$ cat config.mk
export PLATFORM = sky130hd
export DESIGN_NAME = uart_sd
export DESIGN_NICKNAME = d
export VERILOG_FILES = /design/src/rtl/uart_sd_pkg.sv /design/src/rtl/uart_sd.sv
export SDC_FILE = /design/constraint.sdc
export NUM_CORES = 1
export LEC_CHECK = 0
export BUFFER_PORTS_ARGS = -buffer_cell sky130_fd_sc_hd__buf_2
export CORE_MARGIN = 5
export CORE_UTILIZATION = 45
export CTS_CLUSTER_SIZE = 12
export DETAILED_ROUTE_END_ITERATION = 16
export SYNTH_ARGS = -nofsm -noshare
export SYNTH_HDL_FRONTEND = slang
export SYNTH_SLANG_ARGS = --single-unit
$ cat constraint.sdc
create_clock -name clk_in -period 2.9 [get_ports clk_in]
set_input_delay 0.145 -clock clk_in [delete_from_list [all_inputs] [get_ports clk_in]]
set_output_delay 0.145 -clock clk_in [all_outputs]
set_load 0.05 [all_outputs]
$ cat src/rtl/uart_sd_pkg.sv
// shared constants and types for the uart status, shutdown and framing block
package uart_sd_pkg;

	// ==========================================================
	// clock and timing
	localparam int CLK_HZ = 25000000;
	localparam int BAUD_HZ = 9600;
	localparam int OVERSAMPLE = 16;
	localparam int TICK_CYCLES = CLK_HZ / (BAUD_HZ * OVERSAMPLE);
	localparam int OSC_RESTART_MS = 50;
	localparam int OSC_RESTART_CYCLES = OSC_RESTART_MS * (CLK_HZ / 1000);

	// ==========================================================
	// serial word layout
	localparam int WORD_BITS = 16;
	localparam int CMD_HI_POS = 15;
	localparam int CMD_LO_POS = 14;
	localparam int HARD_POWERDOWN_INPUT_POS = 12;
	localparam int TM_POS = 11;
	localparam int ST_POS = 6;
	localparam int TE_POS = 10;
	localparam int RTS_POS = 9;
	localparam int XBIT_POS = 8;
	localparam logic [1:0] CMD_WR_CFG = 2'h3;
	localparam logic [1:0] CMD_RD_CFG = 2'h1;
	localparam logic [1:0] CMD_WR_DATA = 2'h2;
	localparam logic [1:0] CMD_RD_DATA = 2'h0;

	// ==========================================================
	// reset values
	localparam logic TM_RESET = 1'b0;
	localparam logic ST_RESET = 1'b0;
	localparam logic HARD_POWERDOWN_INPUT_RESET = 1'b0;
	localparam logic FLAG_RESET = 1'b0;
	localparam logic RTS_RESET = 1'b0;

	// ==========================================================
	// types
	typedef struct packed {
		logic hard_powerdown_input;
		logic st;
	} cfg_t;

	typedef enum logic [1:0] {
		TX_IDLE = 2'b00,
		TX_START = 2'b01,
		TX_DATA = 2'b10,
		TX_STOP = 2'b11
	} tx_state_t;

	typedef enum logic [1:0] {
		RX_IDLE = 2'b00,
		RX_START = 2'b01,
		RX_DATA = 2'b10,
		RX_STOP = 2'b11
	} rx_state_t;

endpackage

$ cat src/rtl/uart_sd.sv
// uart core with serial word port, shutdown control and stop-bit framing
// How it works
// - one bit: activity in shutdown, framing error otherwise
// - rx edge in shutdown sets activity flag
// - zero at first stop bit flags error
// - next good character clears framing error
// - data read keeps flag; config write clears
// - framing error returns receiver to idle
// - shutdown after cs rise, once transmitter idle
// - shutdown clears flags, data and transmit buffer
// - rts and cts untouched by shutdown
// - exit shutdown, oscillator restarts after delay
// - readback shows shutdown only after transmit done
// - hard shutdown sets readback immediately
// - one or two stop bits by setting
// - receiver needs only one stop bit
// - transmit-empty flag high when buffer free, outside configured shutdown
// - disable qualifier: update rts only, send nothing
// - qualifier clear: update rts and transmit data
// - interrupt while mask and transmit-empty both set
// - stop setting read back; reset values zero
// - mask immediate, other config after transmission
`timescale 1ns/100ps
module uart_sd #(
	parameter int TICK_DIV = uart_sd_pkg::TICK_CYCLES,
	parameter int OSC_RESTART = uart_sd_pkg::OSC_RESTART_CYCLES
) (
	// clock and reset
	input wire logic clk_in,
	input wire logic reset_in,
	// serial word port
	input wire logic sclk_in,
	input wire logic cs_n_in,
	input wire logic din_in,
	output logic dout_out,
	// async serial line and handshake
	input wire logic rx_in,
	output logic tx_out,
	input wire logic cts_n_in,
	output logic rts_n_out,
	// shutdown and interrupt
	input wire logic hard_powerdown_input_n_in,
	output logic irq_n_out
);

	// ==========================================================
	// input synchronisers
	logic [4:0] meta_q;
	logic sclk_s_q, sclk_p_q, cs_s_q, cs_p_q, din_s_q, rx_s_q, rx_p_q, cts_s_q, hwn_s_q;
	always_ff @(posedge clk_in) begin
		meta_q <= {sclk_in, cs_n_in, din_in, rx_in, hard_powerdown_input_n_in};
		{sclk_s_q, cs_s_q, din_s_q, rx_s_q, hwn_s_q} <= meta_q;
		cts_s_q <= cts_n_in;
		sclk_p_q <= sclk_s_q;
		cs_p_q <= cs_s_q;
		rx_p_q <= rx_s_q;
	end
	// cts passes a single extra stage: it is only displayed, never decides anything
	logic cts_m_q;
	always_ff @(posedge clk_in) cts_m_q <= cts_s_q;

	wire sclk_rise = sclk_s_q & ~sclk_p_q;
	wire sclk_fall = ~sclk_s_q & sclk_p_q;
	wire cs_rise = cs_s_q & ~cs_p_q;
	wire cs_fall = ~cs_s_q & cs_p_q;
	wire hw_down = ~hwn_s_q;

	// ==========================================================
	// state declarations
	logic [15:0] shift_q, word_q;
	logic [4:0] cnt_q;
	logic dout_q;
	logic tm_q, rts_q, rx_activity_or_frame_error_q, r_q, tx_full_q, pend_q;
	uart_sd_pkg::cfg_t cfg_q, pend_cfg_q;
	logic [7:0] rx_data_q, tx_buf_q;
	logic tx_xbit_q;
	logic osc_ok_q;
	logic [31:0] osc_cnt_q;
	logic [15:0] div_q;
	logic sd_rb_q, irq_n_q, tx_q, rts_n_q;

	// ==========================================================
	// word decode
	wire word_done = cs_rise & (cnt_q == 5'(uart_sd_pkg::WORD_BITS));
	wire [1:0] cmd = {shift_q[uart_sd_pkg::CMD_HI_POS], shift_q[uart_sd_pkg::CMD_LO_POS]};
	wire cfg_wr = word_done & (cmd == uart_sd_pkg::CMD_WR_CFG);
	wire dat_wr = word_done & (cmd == uart_sd_pkg::CMD_WR_DATA);
	wire te_bit = shift_q[uart_sd_pkg::TE_POS];
	wire data_xfer_end = sclk_fall & (cnt_q == 5'(uart_sd_pkg::WORD_BITS)) & ~shift_q[14];
	wire [1:0] early_cmd = {shift_q[0], din_s_q};
	wire t_flag = ~tx_full_q & ~cfg_q.hard_powerdown_input;
	wire sd_now = cfg_q.hard_powerdown_input | hw_down;
	wire [13:0] cfg_rb = {1'b0, sd_rb_q, tm_q, 3'h0, 1'b0, cfg_q.st, 6'h0};
	wire [13:0] dat_rb = {3'h0, rx_activity_or_frame_error_q, ~cts_m_q, 1'b0, rx_data_q};

	// ==========================================================
	// serial word port
	always_ff @(posedge clk_in) begin
		if (reset_in) begin
			shift_q <= 16'h0000;
			word_q <= 16'h0000;
			cnt_q <= 5'h00;
			dout_q <= 1'b0;
		end else if (cs_fall) begin
			cnt_q <= 5'h00;
			word_q <= {r_q, t_flag, 14'h0000};
			dout_q <= r_q;
		end else if (!cs_s_q && sclk_rise && cnt_q != 5'h10) begin
			shift_q <= {shift_q[14:0], din_s_q};
			cnt_q <= cnt_q + 5'h01;
			if (cnt_q == 5'h01)
				word_q[13:0] <= (early_cmd == uart_sd_pkg::CMD_RD_CFG) ? cfg_rb :
					(early_cmd[0] ? 14'h0000 : dat_rb);
		end else if (!cs_s_q && sclk_fall && cnt_q != 5'h00 && cnt_q != 5'h10) begin
			dout_q <= word_q[4'(15 - cnt_q[3:0])];
		end
	end

	// ==========================================================
	// configuration, mask and shutdown sequencing
	wire tx_busy;
	wire apply_cfg = pend_q & ~tx_busy & ~tx_full_q;
	wire enter_sd = apply_cfg & pend_cfg_q.hard_powerdown_input & ~cfg_q.hard_powerdown_input;
	wire exit_sd = apply_cfg & ~pend_cfg_q.hard_powerdown_input & cfg_q.hard_powerdown_input;
	always_ff @(posedge clk_in) begin
		if (reset_in) begin
			tm_q <= uart_sd_pkg::TM_RESET;
			cfg_q <= '{hard_powerdown_input: uart_sd_pkg::HARD_POWERDOWN_INPUT_RESET, st: uart_sd_pkg::ST_RESET};
			pend_cfg_q <= '{hard_powerdown_input: uart_sd_pkg::HARD_POWERDOWN_INPUT_RESET, st: uart_sd_pkg::ST_RESET};
			pend_q <= 1'b0;
			rts_q <= uart_sd_pkg::RTS_RESET;
		end else begin
			if (cfg_wr) begin
				tm_q <= shift_q[uart_sd_pkg::TM_POS];
				pend_cfg_q <= '{hard_powerdown_input: shift_q[uart_sd_pkg::HARD_POWERDOWN_INPUT_POS], st: shift_q[uart_sd_pkg::ST_POS]};
				pend_q <= 1'b1;
			end else if (apply_cfg) begin
				cfg_q <= pend_cfg_q;
				pend_q <= 1'b0;
			end
			if (dat_wr)
				rts_q <= shift_q[uart_sd_pkg::RTS_POS];
		end
	end

	// oscillator model: stops in shutdown, restarts after a delay
	always_ff @(posedge clk_in) begin
		if (reset_in) begin
			osc_ok_q <= 1'b1;
			osc_cnt_q <= 32'h0;
		end else if (enter_sd || hw_down) begin
			osc_ok_q <= 1'b0;
			osc_cnt_q <= 32'h0;
		end else if (!osc_ok_q && !cfg_q.hard_powerdown_input) begin
			osc_cnt_q <= osc_cnt_q + 32'h1;
			if (osc_cnt_q == 32'(OSC_RESTART - 1))
				osc_ok_q <= 1'b1;
		end
	end
	wire unused_exit = exit_sd;

	// 16x baud tick
	wire tick = osc_ok_q & (div_q == 16'(TICK_DIV - 1));
	always_ff @(posedge clk_in) begin
		if (reset_in || !osc_ok_q || div_q == 16'(TICK_DIV - 1))
			div_q <= 16'h0000;
		else
			div_q <= div_q + 16'h0001;
	end

	// ==========================================================
	// transmitter
	uart_sd_pkg::tx_state_t tx_state_q;
	logic [3:0] tx_sub_q;
	logic [2:0] tx_bit_q;
	logic [7:0] tx_sh_q;
	logic tx_stops_q;
	assign tx_busy = (tx_state_q != uart_sd_pkg::TX_IDLE);
	wire tx_load = dat_wr & ~te_bit & ~tx_full_q & ~sd_now;
	wire bit_end = tick & (tx_sub_q == 4'hf);
	always_ff @(posedge clk_in) begin
		if (reset_in) begin
			tx_state_q <= uart_sd_pkg::TX_IDLE;
			tx_sub_q <= 4'h0;
			tx_bit_q <= 3'h0;
			tx_sh_q <= 8'h00;
			tx_stops_q <= 1'b0;
			tx_q <= 1'b1;
			tx_full_q <= 1'b0;
			tx_buf_q <= 8'h00;
			tx_xbit_q <= 1'b0;
		end else begin
			if (tick)
				tx_sub_q <= tx_sub_q + 4'h1;
			if (enter_sd) begin
				tx_full_q <= 1'b0;
				tx_buf_q <= 8'h00;
				tx_xbit_q <= 1'b0;
			end else if (tx_load) begin
				tx_full_q <= 1'b1;
				tx_buf_q <= shift_q[7:0];
				tx_xbit_q <= shift_q[uart_sd_pkg::XBIT_POS];
			end
			case (tx_state_q)
				uart_sd_pkg::TX_IDLE: begin
					if (tx_full_q && tick && !pend_q) begin
						tx_state_q <= uart_sd_pkg::TX_START;
						tx_sh_q <= tx_buf_q;
						tx_full_q <= 1'b0;
						tx_sub_q <= 4'h0;
						tx_q <= 1'b0;
					end
				end
				uart_sd_pkg::TX_START: begin
					if (bit_end) begin
						tx_state_q <= uart_sd_pkg::TX_DATA;
						tx_q <= tx_sh_q[0];
						tx_bit_q <= 3'h0;
					end
				end
				uart_sd_pkg::TX_DATA: begin
					if (bit_end) begin
						tx_sh_q <= {1'b0, tx_sh_q[7:1]};
						tx_bit_q <= tx_bit_q + 3'h1;
						tx_q <= (tx_bit_q == 3'h7) ? 1'b1 : tx_sh_q[1];
						if (tx_bit_q == 3'h7) begin
							tx_state_q <= uart_sd_pkg::TX_STOP;
							tx_stops_q <= cfg_q.st;
						end
					end
				end
				default: begin
					if (bit_end) begin
						if (tx_stops_q)
							tx_stops_q <= 1'b0;
						else
							tx_state_q <= uart_sd_pkg::TX_IDLE;
					end
				end
			endcase
		end
	end

	// ==========================================================
	// receiver and activity/framing flag
	uart_sd_pkg::rx_state_t rx_state_q;
	logic [3:0] rx_sub_q;
	logic [2:0] rx_bit_q;
	logic [7:0] rx_sh_q;
	wire rx_mid = tick & (rx_sub_q == 4'h7);
	wire frame_bad = (rx_state_q == uart_sd_pkg::RX_STOP) & rx_mid & ~rx_s_q;
	wire frame_ok = (rx_state_q == uart_sd_pkg::RX_STOP) & rx_mid & rx_s_q;
	wire rx_activity = cfg_q.hard_powerdown_input & (rx_s_q != rx_p_q);
	always_ff @(posedge clk_in) begin
		if (reset_in) begin
			rx_state_q <= uart_sd_pkg::RX_IDLE;
			rx_sub_q <= 4'h0;
			rx_bit_q <= 3'h0;
			rx_sh_q <= 8'h00;
		end else begin
			if (tick)
				rx_sub_q <= rx_sub_q + 4'h1;
			case (rx_state_q)
				uart_sd_pkg::RX_IDLE: begin
					if (osc_ok_q && !rx_s_q && rx_p_q) begin
						rx_state_q <= uart_sd_pkg::RX_START;
						rx_sub_q <= 4'h0;
					end
				end
				uart_sd_pkg::RX_START: begin
					if (rx_mid)
						rx_state_q <= rx_s_q ? uart_sd_pkg::RX_IDLE : uart_sd_pkg::RX_DATA;
					rx_bit_q <= 3'h0;
				end
				uart_sd_pkg::RX_DATA: begin
					if (rx_mid) begin
						rx_sh_q <= {rx_s_q, rx_sh_q[7:1]};
						rx_bit_q <= rx_bit_q + 3'h1;
						if (rx_bit_q == 3'h7)
							rx_state_q <= uart_sd_pkg::RX_STOP;
					end
				end
				default: begin
					if (rx_mid)
						rx_state_q <= uart_sd_pkg::RX_IDLE;
				end
			endcase
			if (!osc_ok_q)
				rx_state_q <= uart_sd_pkg::RX_IDLE;
		end
	end

	// flags: setting events win over clears
	always_ff @(posedge clk_in) begin
		if (reset_in) begin
			rx_activity_or_frame_error_q <= uart_sd_pkg::FLAG_RESET;
			r_q <= uart_sd_pkg::FLAG_RESET;
			rx_data_q <= 8'h00;
		end else begin
			if (frame_bad || rx_activity)
				rx_activity_or_frame_error_q <= 1'b1;
			else if (frame_ok || cfg_wr || enter_sd)
				rx_activity_or_frame_error_q <= 1'b0;
			if (frame_ok) begin
				r_q <= 1'b1;
				rx_data_q <= rx_sh_q;
			end else if (data_xfer_end || cfg_wr || enter_sd) begin
				r_q <= 1'b0;
				if (enter_sd)
					rx_data_q <= 8'h00;
			end
		end
	end

	// ==========================================================
	// registered outputs
	always_ff @(posedge clk_in) begin
		if (reset_in) begin
			sd_rb_q <= 1'b0;
			irq_n_q <= 1'b1;
			rts_n_q <= 1'b1;
		end else begin
			sd_rb_q <= sd_now;
			irq_n_q <= ~(tm_q & t_flag);
			rts_n_q <= ~rts_q;
		end
	end
	assign dout_out = dout_q;
	assign tx_out = tx_q;
	assign rts_n_out = rts_n_q;
	assign irq_n_out = irq_n_q;
endmodule // uart_sd

==> results.json <==
{
  "min_path_type": "input pin to flip-flop",
  "multi_input_area_mm2": 0.00341,
  "totalWireLength_mm": 13.7,
  "hold_violations": 0,
  "synthesis.nets": 801,
  "nNetsFinal": 804,
  "antenna_found_initial": 0,
  "fillers": 1377,
  "finalCritPeriodShare": 0.853,
  "worst_slack_ps": 427,
  "reg2reg_depth": 6,
  "cts_made_buffers": 17,
  "seq_area_mm2": 0.00330,
  "tightest_slew_ps": 823,
  "cts_buffer_depth": 2,
  "max_slew_margin": 0.444,
  "port_buffers": 11,
  "ys.flop_type": "dfxtp_1",
  "hp-start": "reset_in",
  "synth-xor-area-share": 0.0618,
  "yosysMostFrequentCell": "dfxtp_1",
  "whs_path_depth": 4,
  "crit_type": "flip-flop to flip-flop",
  "peakVddDrop_mv": 0.443,
  "grt_max_degree": 51,
  "place_ws_ps": 472,
  "synth.area.mux_share": 0.0602,
  "startpoint_type": "flip-flop",
  "synth_common_cells": "dfxtp_1, nor2_1, nand2_1, a21oi_1, mux2i_1",
  "rows": 45,
  "syn_area_mm2": 0.00695,
  "tns_ps": 0,
  "leakagePower_nw": 2.70,
  "yosys.area.top_type": "dfxtp_1",
  "synth_top_area_share": 0.476,
  "first_global_vias": 4990,
  "rr_startpoint": "tx_state_q[0]",
  "p_int_mw": 3.53,
  "ys_seq_elements": 165,
  "synth_cell_types": 59,
  "cap_violations": 0,
  "firstDrtPassIters": 5,
  "vias": 5298,
  "sw_frac_of_total": 0.233,
  "synth-compound-area-share": 0.0807,
  "synthAdderAreaFrac": 0.0270,
  "fin_util": 0.512,
  "synth.yosys.seq_area_share": 0.476,
  "num_antenna_cells": 0,
  "grt_pass1_wl_mm": 23.8,
  "critPathMaxFanout": 21,
  "synth-edff-count": 0,
  "pwr_density_cell_mw_per_mm2": 593,
  "vias_per_cell": 5.40,
  "ant_nets": 0,
  "pin_count": 12,
  "drc": 0,
  "drive_gt1_frac": 0.0793,
  "seqPwrFrac": 0.501,
  "r2r_setup_slack_ps": 430,
  "arrival_ps": 2780,
  "initial_core_util": 0.459,
  "fmax_mhz": 404,
  "power_frac_clock": 0.476,
  "core_area_mm2": 0.0151,
  "gr-total-overflow": 0,
  "crit_required_ps": 3200,
  "yosysWarnings": 0,
  "fp.dieH_um": 134,
  "clk_latency_ps": 430,
  "cts.sinks": 165,
  "avgSynthCellArea_um2": 8.93,
  "hold-worst-slack_ps": 212,
  "syn-instance-count": 778,
  "final_cell_area_mm2": 0.00775,
  "rsz0062_at_grt": "no",
  "grt_usage": 0.159,
  "area_growth_pct": 11.6,
  "crit_start": "tx_state_q[0]",
  "place_area_mm2": 0.00712,
  "finalCriticalPeriod_ps": 2470,
  "dpl.hpwl_mm": 9.28,
  "synthArstFlopShare": 0,
  "wl_per_cell_um": 14.0,
  "drv_slew": 0,
  "cp-end-kind": "flip-flop",
  "finalSetupViolations": 0,
  "die_area_mm2": 0.0180,
  "htreeDepth": 4,
  "cts_setup_buffers": 0,
  "yosys-top-cells-area": "dfxtp_1, nor2_1, mux2i_1",
  "synthSimpleGateAreaFrac": 0.262,
  "switchingPower_mw": 1.07,
  "die_w_um": 134,
  "drtIter0Drc": 252,
  "comb_power_share": 0.023,
  "synth_top_family_by_area": "simple AND/OR/NAND/NOR gates",
  "skew_ps": 9.79,
  "path_clk_slew_ps": 70,
  "cts_root_buffer": "clkbuf_16",
  "tritoncts": "yes",
  "gp_congestion": 0.760,
  "status": "finished clean"
}
## cells in the final DEF (no fill, tap or decap), types with 16 or more instances in the layout
| master | Yosys | layout |
|---|---|---|
| nand3_1 | 33 | 33 |
| dfxtp_1 | 165 | 165 |
| nand2_1 | 90 | 90 |
| a21oi_1 | 49 | 49 |
| and3_1 | 16 | 16 |
| clkbuf_16 | 0 | 17 |
| o21ai_0 | 20 | 20 |
| nor2_1 | 113 | 113 |
| xnor2_1 | 18 | 18 |
| mux2i_1 | 35 | 35 |
| xor2_1 | 31 | 31 |
| nand4_1 | 24 | 24 |
## power groups by stage
stage               clock network (mW)  logic [mW]  registers (mW)
finish                            2.19       0.106            2.30
global route                      2.34       0.119            2.31
CTS                               2.24       0.107            2.30
detailed placement                   0      0.0999            2.36
global placement                     0      0.0975            2.36
floorplan                            0      0.0738            2.35
## area by class of cell
| type | count | area share |
|---|---|---|
| Inverter | 15 | 0.00726 |
| Clock inverter | 14 | 0.0182 |
| Multi-Input combinational cell | 557 | 0.440 |
| Tap cell | 188 | 0.0303 |
| Clock buffer | 18 | 0.0553 |
| Sequential cell | 165 | 0.426 |
| Timing Repair Buffer | 25 | 0.0226 |
## what timing repair did
action,CTS,global route
hold endpoints to repair,6,0
gates resized for setup,0,0
hold buffers,6,0
## critical path: stages (launching register included)
cell,delay (ps)
dfxtp_1,310
inv_1,100
ha_1,700
nor3_1,150
o311ai_0,760
mux2i_1,260
nor2_1,50
## metrics by stage
stage / total power, mW / instances
2_1_floorplan: 2.42 / 778
5_1_grt: 4.77 / 982
4_1_cts: 4.65 / 982
3_5_place_dp: 2.46 / 944
6_report: 4.60 / 982
3_3_place_gp: 2.45 / 944
## path summary, 6_finish.rpt
kind / to
setup reg to reg: tx_state_q[1]
hold / removal: rts_n_out
hold reg to reg: din_s_q
setup / recovery: tx_state_q[1]
## routing by layer
metal	wire (um)	up-vias	global-route usage
met2	6330	67	0.246
met5	0	-	0
met1	6750	2515	0.218
met3	444	16	0.0484
met4	179	0	0.0441
li1	-	2700	-
## logic make-up (layout without fill, tap and decap cells)
| group | Yosys count | count (layout) |
|---|---|---|
| compound gates | 96 | 96 |
| xor+xnor | 49 | 49 |
| fa+ha+maj | 15 | 15 |
| buf+inv | 56 | 72 |
| flops | 165 | 165 |
| mux | 39 | 39 |
| simple gates | 358 | 358 |
## state kept, by name, summed over array words and instances (netlist names), 2 cells and up
| name | count |
|---|---|
| rx_bit_q | 3 |
| rx_state_q | 2 |
| pend_cfg_q | 2 |
| div_q | 16 |
| tx_sh_q | 8 |
| cfg_q | 2 |
| osc_cnt_q | 32 |
| word_q | 14 |
| tx_buf_q | 8 |
| rx_sh_q | 8 |
| shift_q | 16 |
| rx_sub_q | 4 |
| tx_state_q | 2 |
| tx_bit_q | 3 |
| rx_data_q | 8 |
| meta_q | 5 |
| cnt_q | 5 |
| tx_sub_q | 4 |
Power figures use the tool's default switching activity.
